[src/core/csdl_defs.vh]
`ifndef CSDL_DEFS_VH
`define CSDL_DEFS_VH
`define CSDL_SFR_CODE_LIMIT 8'hC2
`define CSDL_SFR_TIMED 8'hC7
`define CSDL_TA_KEY1 8'hAA
`define CSDL_TA_KEY2 8'h55
`define CSDL_TA_WINDOW 2'h3
`define CSDL_CLS_UPPER 5'h1E
`define CSDL_DATA_TOP 16'h03FF
`define CSDL_VECTOR_TOP 16'h007F
`define CSDL_OPT_ADDR 16'h00FC
`define CSDL_SIG_MAKER 16'h0030
`define CSDL_SIG_PART 16'h0031
`define CSDL_SIG_EXT 16'h0060
`define CSDL_OPT_WDT_BIT 3
`define CSDL_BLANK 8'hFF
`define CSDL_STROBE_LAST 2'h2
`define CSDL_MODE_NORMAL 2'h0
`define CSDL_MODE_IAP 2'h1
`define CSDL_MODE_LOADER 2'h2
`define CSDL_MODE_PARALLEL 2'h3
`define CSDL_VSEL_CODE 2'h0
`define CSDL_VSEL_OPTION 2'h1
`define CSDL_VSEL_SIG 2'h2
`define CSDL_MV_RI 2'h0
`define CSDL_MV_PTR 2'h1
`define CSDL_MV_TABLE 2'h2
`endif

[src/core/csdl_enc_mem.v]
`timescale 1ns/1ps
// Encryption array; registered read keeps verify timing fixed
module csdl_enc_mem #(
  parameter WIDTH = 8,
  parameter DEPTH = 64,
  parameter AW = 6
) (
  input wire clk,
  input wire wr_en,
  input wire [AW-1:0] wr_addr,
  input wire [WIDTH-1:0] wr_data,
  input wire [AW-1:0] rd_addr,
  output reg [WIDTH-1:0] rd_data
);
  reg [WIDTH-1:0] mem [0:DEPTH-1];

  always @(posedge clk) begin
    if (wr_en) begin
      mem[wr_addr] <= wr_data;
    end
    rd_data <= mem[rd_addr];
  end
endmodule // csdl_enc_mem

[src/core/csdl_top.v]
`timescale 1ns/1ps
`include "csdl_defs.vh"
module csdl_top #(
  parameter [2:0] FULL_SIZE_CODE = 3'h7,
  parameter [2:0] LOCK_INIT = 3'h7,
  parameter [7:0] MAKER_CODE = 8'h5A,
  parameter [7:0] PART_CODE = 8'h11,
  parameter [7:0] EXT_CODE = 8'h22
) (
  input wire clk,
  input wire nrst,
  input wire sfr_wr,
  input wire sfr_rd,
  input wire [7:0] sfr_addr,
  input wire [7:0] sfr_wdata,
  output reg [7:0] sfr_rdata,
  input wire [1:0] prog_mode,
  input wire lock_prog_req,
  input wire [2:0] lock_prog_data,
  input wire mass_erase_req,
  input wire opt_prog_req,
  input wire [7:0] opt_prog_data,
  input wire opt_erase_req,
  input wire enc_wr_req,
  input wire [5:0] enc_addr,
  input wire [7:0] enc_wdata,
  input wire verify_req,
  input wire [1:0] verify_sel,
  input wire [15:0] verify_addr,
  input wire [7:0] verify_flash_data,
  output reg verify_valid,
  output reg [7:0] verify_data,
  output reg verify_refused,
  input wire external_fetch_force_n,
  input wire fetch_req,
  input wire [15:0] fetch_addr,
  input wire page_mode,
  input wire page_hit,
  output reg fetch_onchip,
  output reg fetch_done,
  output reg fetch_fault,
  output reg [7:0] fetch_data,
  output reg cpu_stall,
  input wire move_req,
  input wire [1:0] move_kind,
  input wire move_wr,
  input wire move_from_ext,
  input wire [7:0] work_reg_low,
  input wire [7:0] high_port_latch,
  input wire [15:0] ptr0,
  input wire [15:0] ptr1,
  input wire [7:0] pointer_choice_reg,
  input wire [7:0] move_wdata,
  output reg move_internal,
  output reg move_blocked,
  output reg move_done,
  output reg [7:0] move_rdata,
  output reg program_fetch_strobe_n,
  output reg read_strobe_n,
  output reg write_strobe_n,
  output reg [7:0] low_address_data_port_out,
  output reg low_address_data_port_oe,
  input wire [7:0] low_address_data_port_in,
  output reg [7:0] high_address_port_out,
  output reg high_address_port_oe,
  output reg [2:0] onchip_code_limit,
  output reg wdt_por_enable,
  output reg prog_permit
);
  localparam ST_IDLE = 2'h0;
  localparam ST_ADDR = 2'h1;
  localparam ST_STRB = 2'h2;
  localparam ST_END = 2'h3;

  reg [2:0] lock = LOCK_INIT;
  reg opt_wdt = 1'b1;
  reg [63:0] enc_valid = 64'h0000_0000_0000_0000;
  reg ea_s1, ea_s2, ea_latched, ea_caught;
  reg [7:0] port_s1, port_s2;
  reg ta_armed;
  reg [1:0] ta_open;
  reg [1:0] state, strb_cnt;
  reg bus_fetch, bus_wr;
  reg v_pend, v_key_ok;
  reg [1:0] v_sel;
  reg [15:0] v_addr;
  reg [7:0] v_flash;
  wire [7:0] enc_key_raw;

  // Lock levels are cumulative: a deeper bit implies the shallower ones
  wire lb1_on = ~lock[0] | ~lock[1] | ~lock[2];
  wire lb2_on = ~lock[1] | ~lock[2];
  wire lb3_on = ~lock[2];
  wire prog_gated = (prog_mode == `CSDL_MODE_LOADER) ||
    (prog_mode == `CSDL_MODE_PARALLEL);
  wire ea_eff_n = lb1_on ? ea_latched : ea_s2;

  reg [15:0] limit_top;
  always @* begin
    case (onchip_code_limit)
      3'h1: limit_top = 16'h03FF;
      3'h2: limit_top = 16'h07FF;
      3'h3: limit_top = 16'h0FFF;
      3'h4: limit_top = 16'h1FFF;
      3'h5: limit_top = 16'h3FFF;
      3'h6: limit_top = 16'h7FFF;
      3'h7: limit_top = 16'hFFFF;
      default: limit_top = 16'h0000;
    endcase
  end
  wire limit_none = (onchip_code_limit == 3'h0);

  // Same-cycle compare, so on-chip fetches never wait on the decode
  wire fetch_in_chip = ea_eff_n && !limit_none &&
    (fetch_addr <= limit_top);

  wire [15:0] ptr_sel = pointer_choice_reg[0] ? ptr1 : ptr0;
  wire [15:0] move_addr = (move_kind == `CSDL_MV_RI) ?
    {high_port_latch, work_reg_low} : ptr_sel;
  wire move_is_table = (move_kind == `CSDL_MV_TABLE);
  wire table_in_chip = ea_eff_n && !limit_none && (move_addr <= limit_top);
  wire data_in_chip = (move_addr <= `CSDL_DATA_TOP);
  wire move_in_chip = move_is_table ? table_in_chip : data_in_chip;
  wire move_deny = move_from_ext && move_in_chip &&
    (move_is_table ? lb1_on : (lb2_on && !move_wr));

  // Pin synchronisers; the first stage feeds only the second.
  // No reset, so the pin level is through both stages at release.
  always @(posedge clk) begin
    ea_s1 <= external_fetch_force_n;
    ea_s2 <= ea_s1;
    port_s1 <= low_address_data_port_in;
    port_s2 <= port_s1;
  end

  // Pin level caught once after reset release, held until next reset
  always @(posedge clk or negedge nrst) begin
    if (!nrst) begin
      ea_latched <= 1'b1;
      ea_caught <= 1'b0;
    end else if (!ea_caught) begin
      ea_latched <= ea_s2;
      ea_caught <= 1'b1;
    end
  end

  // Timed-access window and the limit register
  always @(posedge clk or negedge nrst) begin
    if (!nrst) begin
      ta_armed <= 1'b0;
      ta_open <= 2'h0;
      onchip_code_limit <= FULL_SIZE_CODE;
    end else begin
      if (ta_open != 2'h0) begin
        ta_open <= ta_open - 2'h1;
      end
      if (sfr_wr && sfr_addr == `CSDL_SFR_TIMED) begin
        ta_armed <= (sfr_wdata == `CSDL_TA_KEY1);
        if (ta_armed && sfr_wdata == `CSDL_TA_KEY2) begin
          ta_open <= `CSDL_TA_WINDOW;
        end
      end else if (sfr_wr) begin
        ta_armed <= 1'b0;
      end
      // Unguarded writes are dropped silently, as the core expects
      if (sfr_wr && sfr_addr == `CSDL_SFR_CODE_LIMIT && ta_open != 2'h0) begin
        onchip_code_limit <= sfr_wdata[2:0];
      end
    end
  end

  always @(posedge clk or negedge nrst) begin
    if (!nrst) begin
      sfr_rdata <= 8'h00;
    end else if (sfr_rd) begin
      if (sfr_addr == `CSDL_SFR_CODE_LIMIT) begin
        sfr_rdata <= {`CSDL_CLS_UPPER, onchip_code_limit};
      end else begin
        sfr_rdata <= 8'h00;
      end
    end
  end

  // Security flash: locks, option bit, encryption bytes written state
  wire erase_all = mass_erase_req;
  wire prog_ok = !(prog_gated && lb1_on);
  // No nrst here: flash cells keep their state through a reset
  always @(posedge clk) begin
    if (erase_all) begin
      lock <= 3'h7;
      opt_wdt <= 1'b1;
      enc_valid <= 64'h0000_0000_0000_0000;
    end else begin
      if (lock_prog_req) begin
        lock <= lock & lock_prog_data;
      end
      if (opt_erase_req && prog_ok) begin
        opt_wdt <= 1'b1;
      end else if (opt_prog_req && prog_ok) begin
        opt_wdt <= opt_wdt & opt_prog_data[`CSDL_OPT_WDT_BIT];
      end
      if (enc_wr_req && prog_ok && enc_wdata != `CSDL_BLANK) begin
        enc_valid[enc_addr] <= 1'b1;
      end
    end
  end

  always @(posedge clk or negedge nrst) begin
    if (!nrst) begin
      wdt_por_enable <= 1'b0;
      prog_permit <= 1'b0;
    end else begin
      wdt_por_enable <= ~opt_wdt;
      prog_permit <= prog_ok;
    end
  end

  csdl_enc_mem #(
    .WIDTH(8),
    .DEPTH(64),
    .AW(6)
  ) u_enc (
    .clk(clk),
    .wr_en(enc_wr_req && prog_ok && !erase_all),
    .wr_addr(enc_addr),
    .wr_data(enc_wdata),
    .rd_addr(verify_addr[5:0]),
    .rd_data(enc_key_raw)
  );

  // Verify: stage one reads the key, stage two forms the answer
  wire enc_any = |enc_valid;
  wire [7:0] opt_byte = {4'hF, opt_wdt, 3'h7};
  wire [7:0] enc_key = v_key_ok ? enc_key_raw : `CSDL_BLANK;
  wire v_gated = (v_sel == `CSDL_VSEL_CODE) && prog_gated && lb2_on;
  reg [7:0] v_answer;
  always @* begin
    v_answer = `CSDL_BLANK;
    if (v_sel == `CSDL_VSEL_OPTION && prog_mode != `CSDL_MODE_NORMAL) begin
      v_answer = opt_byte;
    end else if (v_sel == `CSDL_VSEL_SIG && prog_gated) begin
      if (v_addr == `CSDL_SIG_MAKER) begin
        v_answer = MAKER_CODE;
      end else if (v_addr == `CSDL_SIG_PART) begin
        v_answer = PART_CODE;
      end else if (v_addr == `CSDL_SIG_EXT) begin
        v_answer = EXT_CODE;
      end
    end else if (v_sel == `CSDL_VSEL_CODE) begin
      if (prog_mode == `CSDL_MODE_PARALLEL && v_addr == `CSDL_OPT_ADDR) begin
        v_answer = opt_byte;
      end else if (enc_any) begin
        v_answer = ~(v_flash ^ enc_key);
      end else begin
        v_answer = v_flash;
      end
    end
  end

  always @(posedge clk or negedge nrst) begin
    if (!nrst) begin
      v_pend <= 1'b0;
      v_sel <= `CSDL_VSEL_CODE;
      v_addr <= 16'h0000;
      v_flash <= 8'h00;
      v_key_ok <= 1'b0;
      verify_valid <= 1'b0;
      verify_refused <= 1'b0;
      verify_data <= 8'h00;
    end else begin
      v_pend <= verify_req;
      if (verify_req) begin
        v_sel <= verify_sel;
        v_addr <= verify_addr;
        v_flash <= verify_flash_data;
        v_key_ok <= enc_valid[verify_addr[5:0]];
      end
      verify_valid <= v_pend && !v_gated;
      verify_refused <= v_pend && v_gated;
      if (v_pend) begin
        verify_data <= v_gated ? `CSDL_BLANK : v_answer;
      end
    end
  end

  // External bus: one access at a time, fetch wins over data moves.
  // Vectors below the vector top stay on-chip for any nonzero limit unless the pin forces external fetch.
  wire fetch_go = fetch_req && state == ST_IDLE;
  wire move_go = move_req && !fetch_req && state == ST_IDLE;
  wire fetch_ext_bad = !fetch_in_chip && lb3_on;
  always @(posedge clk or negedge nrst) begin
    if (!nrst) begin
      state <= ST_IDLE;
      strb_cnt <= 2'h0;
      bus_fetch <= 1'b0;
      bus_wr <= 1'b0;
      fetch_onchip <= 1'b0;
      fetch_done <= 1'b0;
      fetch_fault <= 1'b0;
      fetch_data <= 8'h00;
      cpu_stall <= 1'b0;
      move_internal <= 1'b0;
      move_blocked <= 1'b0;
      move_done <= 1'b0;
      move_rdata <= 8'h00;
      program_fetch_strobe_n <= 1'b1;
      read_strobe_n <= 1'b1;
      write_strobe_n <= 1'b1;
      low_address_data_port_out <= 8'h00;
      low_address_data_port_oe <= 1'b0;
      high_address_port_out <= 8'h00;
      high_address_port_oe <= 1'b0;
    end else begin
      fetch_done <= 1'b0;
      fetch_fault <= 1'b0;
      move_internal <= 1'b0;
      move_blocked <= 1'b0;
      move_done <= 1'b0;
      case (state)
        ST_IDLE: begin
          if (fetch_go) begin
            fetch_onchip <= fetch_in_chip;
            if (fetch_in_chip) begin
              fetch_done <= 1'b1;
            end else if (fetch_ext_bad) begin
              fetch_fault <= 1'b1;
            end else begin
              bus_fetch <= 1'b1;
              bus_wr <= 1'b0;
              low_address_data_port_out <= fetch_addr[7:0];
              low_address_data_port_oe <= 1'b1;
              high_address_port_out <= fetch_addr[15:8];
              high_address_port_oe <= 1'b1;
              if (page_mode && page_hit) begin
                program_fetch_strobe_n <= 1'b0;
                state <= ST_END;
              end else begin
                cpu_stall <= 1'b1;
                state <= ST_ADDR;
              end
            end
          end else if (move_go) begin
            if (move_deny) begin
              move_blocked <= 1'b1;
            end else if (move_in_chip) begin
              move_internal <= 1'b1;
            end else begin
              bus_fetch <= 1'b0;
              bus_wr <= move_wr && !move_is_table;
              low_address_data_port_out <= move_addr[7:0];
              low_address_data_port_oe <= 1'b1;
              high_address_port_out <= move_addr[15:8];
              high_address_port_oe <= 1'b1;
              bus_fetch <= move_is_table;
              cpu_stall <= 1'b1;
              state <= ST_ADDR;
              if (move_wr && !move_is_table) begin
                low_address_data_port_out <= move_addr[7:0];
              end
            end
          end
        end
        ST_ADDR: begin
          strb_cnt <= 2'h1;
          if (bus_wr) begin
            low_address_data_port_out <= move_wdata;
            write_strobe_n <= 1'b0;
          end else begin
            low_address_data_port_oe <= 1'b0;
            if (bus_fetch) begin
              program_fetch_strobe_n <= 1'b0;
            end else begin
              read_strobe_n <= 1'b0;
            end
          end
          state <= ST_STRB;
        end
        ST_STRB: begin
          strb_cnt <= strb_cnt + 2'h1;
          if (strb_cnt == `CSDL_STROBE_LAST) begin
            state <= ST_END;
          end
        end
        ST_END: begin
          program_fetch_strobe_n <= 1'b1;
          read_strobe_n <= 1'b1;
          write_strobe_n <= 1'b1;
          low_address_data_port_oe <= 1'b0;
          high_address_port_oe <= 1'b0;
          cpu_stall <= 1'b0;
          if (bus_fetch && fetch_onchip == 1'b0 && !move_done) begin
            fetch_data <= port_s2;
          end
          if (bus_fetch) begin
            fetch_done <= 1'b1;
          end
          if (!bus_fetch || bus_wr) begin
            move_done <= 1'b1;
          end
          if (!bus_fetch && !bus_wr) begin
            move_rdata <= port_s2;
          end
          state <= ST_IDLE;
        end
        default: state <= ST_IDLE;
      endcase
    end
  end
endmodule // csdl_top

[config.mk]
export PLATFORM = sky130hd
export DESIGN_NAME = csdl_top
export DESIGN_NICKNAME = d
export VERILOG_FILES = /design/src/core/csdl_enc_mem.v /design/src/core/csdl_top.v
export VERILOG_INCLUDE_DIRS = /design/src /design/src/core
export SDC_FILE = /design/constraint.sdc
export NUM_CORES = 1
export LEC_CHECK = 0
export BUFFER_PORTS_ARGS = -buffer_cell sky130_fd_sc_hd__buf_2
export CORE_AREA = 2 2 304 246
export CTS_CLUSTER_DIAMETER = 200
export DETAILED_ROUTE_END_ITERATION = 7
export DIE_AREA = 0 0 306 248
export GPL_ROUTABILITY_DRIVEN = 0
export PLACE_DENSITY = 0.67
export SYNTH_ARGS = -nofsm -noshare
export SYNTH_HDL_FRONTEND = slang
export SYNTH_SLANG_ARGS = --single-unit
[constraint.sdc]
create_clock -name clk -period 8.7 [get_ports clk]
set_clock_uncertainty 0.1 [all_clocks]
set_input_delay 2.175 -clock clk [delete_from_list [all_inputs] [get_ports clk]]
set_output_delay 2.175 -clock clk [all_outputs]
set_load 0.1 [all_outputs]
==> results of run 1 <==
through the flow:
step           cells  hold WS (ps)  utilization, %  cell area (µm²)
5_1_grt         2915           234            45.5            33200
4_1_cts         2914           231            45.5            33200
3_3_place_gp    2791           212            42.6            31100
2_1_floorplan   1677           210               -            28900
6_report        2917           230            45.5            33200
3_5_place_dp    2791           212            42.6            31100
routing by layer:
metal | track usage [%] | share of wire (%)
met5 | 0 | 0
met1 | 25.9 | 43
met2 | 28.3 | 47
met4 | 4.53 | 2.1
met3 | 3.83 | 8.3
registers in the layout, summed over array words and instances (netlist names), 2 cells and up:
register                   flops
enc_valid                     64
fetch_data                     8
high_address_port_out          8
lock                           3
low_address_data_port_out      8
move_rdata                     8
onchip_code_limit              3
port_s1                        8
port_s2                        8
sfr_rdata                      4
state                          2
strb_cnt                       2
ta_open                        2
u_enc.mem                    512
u_enc.rd_data                  8
v_addr                        16
v_flash                        8
v_sel                          2
verify_data                    8
worst max-delay path, stage by stage:
cell	delay, ps
buf_2	170
nor2_1	710
o21ai_0	350
ha_1	370
a21o_1	180
a211oi_1	230
o31ai_1	100
a2111oi_0	520
o221ai_1	400
a31oi_4	460
a21oi_4	200
mux2_4	350
worst paths after layout:
kind,start,end,depth (start not counted)
worst min register to register,ea_s1$_DFF_P_,ea_s2$_DFF_P_,0
min in group asynchronous,nrst,low_address_data_port_out[7]$_DFFE_PN0P_,1
worst min-delay path,ea_s1$_DFF_P_,ea_s2$_DFF_P_,0
worst max-delay path,move_kind[1],low_address_data_port_out[3]$_DFFE_PN0P_,12
worst max register to register,onchip_code_limit[1]$_DFFE_PN1P_,low_address_data_port_out[3]$_DFFE_PN0P_,11
max in group asynchronous,nrst,verify_data[1]$_DFFE_PN0P_,2
cell type report:
class / instances / area [µm²]
Multi-Input combinational cell: 857 / 8650
Timing Repair Buffer: 247 / 1310
Clock inverter: 41 / 297
Tap cell: 955 / 1190
Inverter: 24 / 92.6
Fill cell: 6198 / 39800
Clock buffer: 82 / 1830
Antenna cell: 3 / 7.51
Sequential cell: 708 / 19800
power by group through the flow:
stage,clock (mW),combinational (mW),sequential [mW]
after global placement,0,1.62,3.92
after floorplan,0,0.548,4.63
after global routing,3.01,1.72,3.88
after CTS,2.88,1.65,3.86
after detailed placement,0,1.65,3.93
final,2.84,1.65,3.87
cell usage after synthesis, types with 4 or more instances:
| master | count | area, µm² |
|---|---|---|
| xnor2_1 | 6 | 52.6 |
| buf_4 | 6 | 45.0 |
| dfxtp_1 | 94 | 1880 |
| or3_1 | 8 | 50.1 |
| nor2_1 | 159 | 597 |
| nor2b_1 | 5 | 31.3 |
| a211oi_1 | 4 | 30.0 |
| a21o_1 | 11 | 82.6 |
| inv_1 | 23 | 86.3 |
| o21ai_0 | 31 | 155 |
| buf_1 | 19 | 71.3 |
| buf_2 | 5 | 25.0 |
| mux4_2 | 189 | 4260 |
| nor3b_1 | 8 | 60.1 |
| nand3_1 | 14 | 70.1 |
| nand2b_1 | 6 | 37.5 |
| clkbuf_1 | 54 | 203 |
| nand3b_1 | 5 | 37.5 |
| mux2_2 | 62 | 698 |
| edfxtp_1 | 512 | 15400 |
| nor3_1 | 20 | 100 |
| nand2_1 | 52 | 195 |
| dfstp_2 | 7 | 184 |
| and3_1 | 4 | 25.0 |
| nand4_1 | 14 | 87.6 |
| dfrtp_1 | 95 | 2380 |
| nor4_1 | 21 | 131 |
| a31oi_1 | 5 | 31.3 |
| ha_1 | 30 | 375 |
| mux2_4 | 8 | 120 |
| o22a_1 | 7 | 61.3 |
| clkbuf_2 | 4 | 20.0 |
| mux2i_1 | 29 | 290 |
| and2_1 | 6 | 37.5 |
| a22o_1 | 4 | 35.0 |
| a21oi_1 | 95 | 475 |
logic make-up (layout without fill, tap and decap cells):
logic type | after synthesis | in the layout | share of synthesized area, %
flip-flops | 708 | 708 | 68.6
buffers and inverters | 112 | 394 | 1.58
AND/OR/NAND/NOR | 339 | 339 | 5.61
multiplexers | 288 | 288 | 18.6
adder cells (fa/ha/maj) | 31 | 31 | 1.33
XOR/XNOR | 7 | 7 | 0.212
AO/OA/AOI/OAI | 190 | 190 | 4.11
other | 2 | 5 | 0.0260
==> flow_summary.ini, run 1 <==
[status]
outcome = complete, no violations

[logic_synthesis]
synthCells = 1677
ys_seq_area_share_pct = 68.6
synth_cell_types = 74
syn_avg_cell_area_um2 = 17.2
synthArstFlopShare_pct = 14.4
yosys_warnings = 0
yosys_register_bits = 708
synth-edff-count = 512
synthFlopType = edfxtp_1
synth_fp_nets = 1883
syn_area_um2 = 28900

[global_route]
antenna_found_initial = 2
grt_use_total_pct = 18.1
grt_pass1_wl_mm = 103
overflow = 0
grt_pass1_vias = 16375
grt_max_degree = 71

[sta]
hold_viol_final = 0
max_slew_margin_pct = 20.6
fin_crit_ps = 5840
fmax_mhz = 171
worstMarginPinSlew_ps = 1180
rsz0062_at_grt = false
setup_ws_ps = 2860
min_period_over_period_pct = 67.1
final.setup.tns_ps = 0
finalSetupViolCount = 0
slew_viol_final = 0

[detailed_routing]
ant_nets = 0
routedWlPerCell_um = 24.0
avgViaCountPerCell = 5.66
dr.first_iter.drc_count = 1701
dr_total_vias = 16520
drt-pass1-iter-count = 5
drc_errors = 0
drt-total-wl_mm = 69.9

[clock_network]
clkLatencyLatePin_ps = 610
cts_buffers = 67
post_cts_buffers = 0
htreeDepth = 3
path_clk_slew_ps = 60
cts-root-buf = clkbuf_16
hold_buffers = 0
cts_tree = done
ctsResizeCount = 0
numClockSinks = 708
cts_max_path_buffers = 3

[power_and_ir_drop]
p_sw_mw = 2.57
clockPowerShare_pct = 34.0
total_power_mw = 8.35
switching_share_pct = 30.8
ir_drop_mv = 0.236
pwr-share-comb_pct = 19.7
powerDensity_nw_per_um2 = 252
pwr-share-seq_pct = 46.3
internal_power_mw = 5.77
p_leak_nw = 11.6

[die]
initial_core_util_pct = 39.6
dieArea_um2 = 75900
rows = 89
ios = 243
chipHeight_um = 248
core_region_area_um2 = 72900
die_x_um = 306

[critical_path]
worstPathArrival_ps = 6230
worst_setup_path_end_kind = flop
worstPathMaxFanout = 18
start_kind = input port
path_class = in -> reg
regToRegSetupSlack_ps = 4690
crit_required_ps = 9090

[run]
maxCapViolCount = 0

[placement]
io_buffers = 227
dpl.hpwl_mm = 44.8
place_ws_ps = 2240

[cells_and_area]
mostFrequentLayoutCells = edfxtp_1, buf_2, mux4_2
fin_nets = 2111
syn_to_final_growth_pct = 14.8
layout_commonest_cell = edfxtp_1
final_layout_size_suffix_gt1_share_pct = 32.2

[worst_hold_path]
min_path_type = reg -> reg
No activity file was read; power rests on OpenSTA's default activity.
==> run 2: changes to the inputs <==
Settings changed: ABC_AREA set to 1, CORE_AREA 2 2 304 246 to 2 2 309 250, DIE_AREA 0 0 306 248 to 0 0 311 252, PLACE_DENSITY 0.67 to 0.69.
Clock period 8.7 ns to 4.9 ns, I/O delays scaled along.
==> run 2 against run 1 <==
Effect of this change: die area grew 3.3%; synthesized cell count grew 68%; via count grew 37%; non-clock buffer count grew 110.
==> flow_summary.ini, run 2 <==
[status]
outcome = complete, no violations

[global_route]
overflow = 0
grt_pass1_wl_mm = 126
grt_use_total_pct = 20.8
grt_pass1_vias = 21119
grt_max_degree = 143
antenna_found_initial = 1

[sta]
min_period_over_period_pct = 77.0
rsz0062_at_grt = false
worstMarginPinSlew_ps = 1140
slew_viol_final = 0
finalSetupViolCount = 0
max_slew_margin_pct = 23.4
fin_crit_ps = 3770
hold_viol_final = 0
final.setup.tns_ps = 0
fmax_mhz = 265

[die]
core_region_area_um2 = 75000
rows = 90
die_x_um = 311
dieArea_um2 = 78400
ios = 243
initial_core_util_pct = 39.9
chipHeight_um = 252

[logic_synthesis]
synthFlopType = edfxtp_1
synth_cell_types = 50
synthCells = 2810
synth_fp_nets = 3016
syn_area_um2 = 30000
synth_top_cell_area_share_pct = 51.3
ys_seq_area_share_pct = 66.2
synth-edff-count = 512
ys_top_cells_by_count = edfxtp_1, o21ai_0, nor2_1
yosys_register_bits = 708
syn_avg_cell_area_um2 = 10.7
synthArstFlopShare_pct = 14.4
synth_top_cell_by_area = edfxtp_1
synthTopCellsByArea = edfxtp_1, dfrtp_1, o21ai_0, dfxtp_1, nor2_1
synth_most_common_cell = edfxtp_1
yosys_warnings = 0

[worst_hold_path]
min_to = ea_s2$_DFF_P_
hold_depth = 0
min-delay-start = ea_s1$_DFF_P_
min_path_type = reg -> reg

[critical_path]
r2r-start = onchip_code_limit[2]$_DFFE_PN1P_
worstPathArrival_ps = 4140
r2r-end = high_address_port_out[4]$_DFFE_PN0P_
worstPathMaxFanout = 20
worst_setup_path_end_kind = flop
regToRegSetupSlack_ps = 1690
path_class = in -> reg
ff2ff_path_depth = 19
crit_required_ps = 5270
start_kind = input port

[clock_network]
cts-root-buf = clkbuf_16
clkLatencyLatePin_ps = 620
post_cts_buffers = 0
numClockSinks = 708
htreeDepth = 3
cts_buffers = 70
cts_max_path_buffers = 3
ctsResizeCount = 0
hold_buffers = 0
cts_tree = done
path_clk_slew_ps = 60

[detailed_routing]
routedWlPerCell_um = 20.2
avgViaCountPerCell = 5.46
ant_nets = 0
drc_errors = 0
dr_total_vias = 22571
routed-wl-met3_mm = 8.06
met2WireLength_mm = 36.6
dr.first_iter.drc_count = 2738
wl_met1_mm = 36.7
top_layer = met4
drt-total-wl_mm = 83.4
drt-pass1-iter-count = 6

[placement]
dpl.hpwl_mm = 52.6
io_buffers = 227

[power_and_ir_drop]
ir_drop_mv = 0.463
p_leak_nw = 12.8
total_power_mw = 15.1
powerDensity_nw_per_um2 = 430

[cells_and_area]
fin_nets = 3273
final_util_pct = 46.6
biggestRegsByFlops = u_enc.mem (512), enc_valid (64), v_addr (16)
largest_register = u_enc.mem
mostFrequentLayoutCells = edfxtp_1, o21ai_0, nor2_1
final_layout_size_suffix_gt1_share_pct = 16.0
largest_register_ffs = 512
layout_commonest_cell = edfxtp_1
syn_to_final_growth_pct = 16.7

[run]
maxCapViolCount = 0
## run 2: cell count changes after synthesis, sizes merged, moves of 63 or more
cell	previous run	this run
clkbuf	58	134
inv	24	193
mux2	70	7
mux4	189	0
nand2	52	221
nand3	14	103
nor2	160	404
nor3	20	101
o21ai	31	474
o22ai	2	142
## run 2: layout make-up
cell class                      count  area (µm²)
Clock buffer                      102        1970
Tap cell                         1012        1270
Antenna cell                        1        2.50
Multi-Input combinational cell   1734        8700
Clock inverter                     25         219
Fill cell                        6849       40000
Sequential cell                   708       19800
Timing Repair Buffer              357        2250
Inverter                          196         744
## run 2: where the power goes
| group | internal [mW] | leakage [nW] | switching (mW) |
|---|---|---|---|
| sequential | 6.68 | 6.61 | 0.139 |
| combinational | 0.602 | 5.14 | 2.43 |
| clock | 2.96 | 1.07 | 2.25 |
| total | 10.2 | 12.8 | 4.81 |
## run 2: cells by family (layout without fill, tap and decap cells)
logic type,Yosys count,in the layout,synth area share (%)
xor+xnor,2,2,0.0585
buf+inv,368,680,4.80
flops,708,708,66.2
fa+ha+maj,30,30,1.25
simple gates,876,876,12.5
compound gates,812,812,14.8
mux,12,12,0.430
other cells,2,3,0.0251
## run 2: per-layer routing
metal	GRT usage (%)	vias to the layer above
li1	-	10575
met1	30.3	10890
met2	30.8	959
met3	4.82	147
met4	6.27	0
met5	0	-
## run 2: worst max path at each step
stage	to	slack, ps	from
after detailed placement	high_address_port_out[4]$_DFFE_PN0P_	550	pointer_choice_reg[0]
final	high_address_port_out[4]$_DFFE_PN0P_	1130	pointer_choice_reg[0]
after global routing	high_address_port_out[4]$_DFFE_PN0P_	790	pointer_choice_reg[0]
after CTS	high_address_port_out[4]$_DFFE_PN0P_	1170	pointer_choice_reg[0]
after global placement	high_address_port_out[7]$_DFFE_PN0P_	610	pointer_choice_reg[0]
after floorplan	low_address_data_port_out[0]$_DFFE_PN0P_	1370	pointer_choice_reg[0]
## run 2: through the flow
step | setup slack [ps] | hold WS (ps) | cells | cell area [µm²]
6_report | 1130 | 226 | 4135 | 35000
3_5_place_dp | 546 | 212 | 4007 | 32800
4_1_cts | 1170 | 226 | 4134 | 35000
2_1_floorplan | 1370 | 210 | 2810 | 30000
5_1_grt | 793 | 233 | 4135 | 35000
3_3_place_gp | 608 | 210 | 4007 | 32800
## run 2: critical path: stages
cell,delay (ps)
buf_2,290
inv_2,210
o211ai_1,200
o21ai_0,220
ha_1,370
nand4_1,130
nor3_1,290
nand2_1,80
nand2_1,60
nand2_1,90
nand2_1,90
nand2_2,70
o21ai_1,130
nand2_1,410
nand2_1,180
o21ai_1,90
==> run 3: changes to the inputs <==
Settings changed: PLACE_DENSITY 0.69 to 0.67.
Clock period 4.9 ns to 3.77 ns, I/O delays scaled along.
==> run 3 against run 2 <==
Effect of this change: combinational power rose by 31%; power increased by 33%; die area unchanged; highest routed layer unchanged; critical path type is now reg -> reg.
==> flow_summary.ini, run 3 (same netlist as run 2, synthesis figures left out) <==
[detailed_routing]
drc_errors = 0
dr_total_vias = 22646
ant_nets = 0
drt-total-wl_mm = 83.3
routedWlPerCell_um = 20.0
drt-pass1-iter-count = 5
avgViaCountPerCell = 5.43
dr.first_iter.drc_count = 2803

[cells_and_area]
layout_commonest_cell = edfxtp_1
fin_nets = 3308
mostFrequentLayoutCells = edfxtp_1, o21ai_0, nor2_1
largest_register = u_enc.mem
syn_to_final_growth_pct = 18.3
final_layout_size_suffix_gt1_share_pct = 17.1
largest_register_ffs = 512
biggestRegsByFlops = u_enc.mem (512), enc_valid (64), v_addr (16)

[placement]
io_buffers = 227
dpl.hpwl_mm = 53.7
place_ws_ps = 139

[status]
outcome = complete, no violations

[clock_network]
hold_buffers = 0
cts_max_path_buffers = 3
post_cts_buffers = 0
numClockSinks = 708
cts_buffers = 71
ctsResizeCount = 0
clkLatencyLatePin_ps = 630
path_clk_slew_ps = 70
cts-root-buf = clkbuf_16
cts_tree = done
htreeDepth = 3

[global_route]
grt_max_degree = 114
grt_pass1_wl_mm = 126
grt_pass1_vias = 20934
grt_use_total_pct = 20.7
antenna_found_initial = 5
overflow = 0

[sta]
finalSetupViolCount = 0
worstMarginPinSlew_ps = 990
rsz0062_at_grt = false
fmax_mhz = 324
max_slew_margin_pct = 34.0
slew_viol_final = 0
final.setup.tns_ps = 0
fin_crit_ps = 3090
min_period_over_period_pct = 81.9
hold_viol_final = 0
setup_ws_ps = 681

[critical_path]
crit_required_ps = 4230
cpMaxStageDelayCell = dfstp_2
path_class = reg -> reg
worstPathArrival_ps = 3550
worstPathMaxFanout = 19
worst_setup_path_end_kind = flop
start_kind = flop
cp_common_cell = nand2_1
critPathMaxStageDelay_ps = 620
crit_chain = inv_2 -> nand2_4 -> inv_4 -> ha_1 -> inv_1 -> o21ai_0 -> inv_1 -> o21ai_1 -> inv_1 -> nand2_1 -> nand2_1 -> nand2_1 -> nand2_2 -> nand3_2 -> o21ai_2 -> nor2_2 -> nand2_4 -> nor2_4 -> nand2_1 -> nand2_1

[die]
dieArea_um2 = 78400
die_x_um = 311
core_region_area_um2 = 75000
chipHeight_um = 252
rows = 90
ios = 243
initial_core_util_pct = 39.9

[worst_hold_path]
min_path_type = reg -> reg

[power_and_ir_drop]
p_leak_nw = 13.1
ir_drop_mv = 0.403
powerDensity_nw_per_um2 = 566

[run]
maxCapViolCount = 0
## run 3: worst paths after layout
check / slack, ps / depth (start not counted) / to / start
worst max-delay path: 680 / 20 / low_address_data_port_out[0]$_DFFE_PN0P_ / onchip_code_limit[2]$_DFFE_PN1P_
worst min-delay path: 220 / 0 / port_s2[0]$_DFF_P_ / port_s1[0]$_DFF_P_
worst max register to register: 680 / 20 / low_address_data_port_out[0]$_DFFE_PN0P_ / onchip_code_limit[2]$_DFFE_PN1P_
worst min register to register: 220 / 0 / port_s2[0]$_DFF_P_ / port_s1[0]$_DFF_P_
max in group asynchronous: 2380 / 2 / v_flash[2]$_DFFE_PN0P_ / nrst
min in group asynchronous: 370 / 1 / fetch_data[4]$_DFFE_PN0P_ / nrst
## run 3: metrics by stage
step	cell area, µm²	utilization, %	hold WS [ps]	cells	power [mW]
after floorplan	30000	-	210	2810	11.9
after global placement	33100	44.1	211	4041	12.9
after detailed placement	33100	44.1	214	4041	13.0
after CTS	35400	47.2	219	4169	20.2
after global routing	35400	47.2	232	4174	20.8
final	35400	47.2	220	4174	20.1
## run 3: layer usage
metal	global-route usage, %	share of wire, %	wire [µm]
met1	30.2	44	36900
met2	31.3	45	37200
met3	4.55	8.8	7340
met4	5.63	2.3	1880
met5	0	0	0
## run 3: layout make-up
| cell class | count | area (µm²) |
|---|---|---|
| clock buffer | 87 | 1860 |
| timing repair buffer | 391 | 2530 |
| multi-input combinational | 1734 | 8700 |
| sequential | 708 | 19800 |
| clock inverter | 41 | 498 |
| tap | 1012 | 1270 |
| inverter | 196 | 744 |
| fill | 6859 | 39600 |
| antenna | 5 | 12.5 |
## run 3: power breakdown
group          switching, mW  total (mW)  leakage, nW  internal, mW
clock network           3.05        7.22         1.13          4.17
registers              0.195        8.88         6.61          8.68
logic                   3.14        3.96         5.32         0.820
## run 3: critical path, delay by kind of cell, from the launching register on
| kind | cells | cell delay [ps] |
|---|---|---|
| AND/OR/NAND/NOR | 11 | 1250 |
| adder cells (fa/ha/maj) | 1 | 330 |
| flip-flops | 1 | 620 |
| AO/OA/AOI/OAI | 3 | 290 |
| buffers and inverters | 5 | 420 |
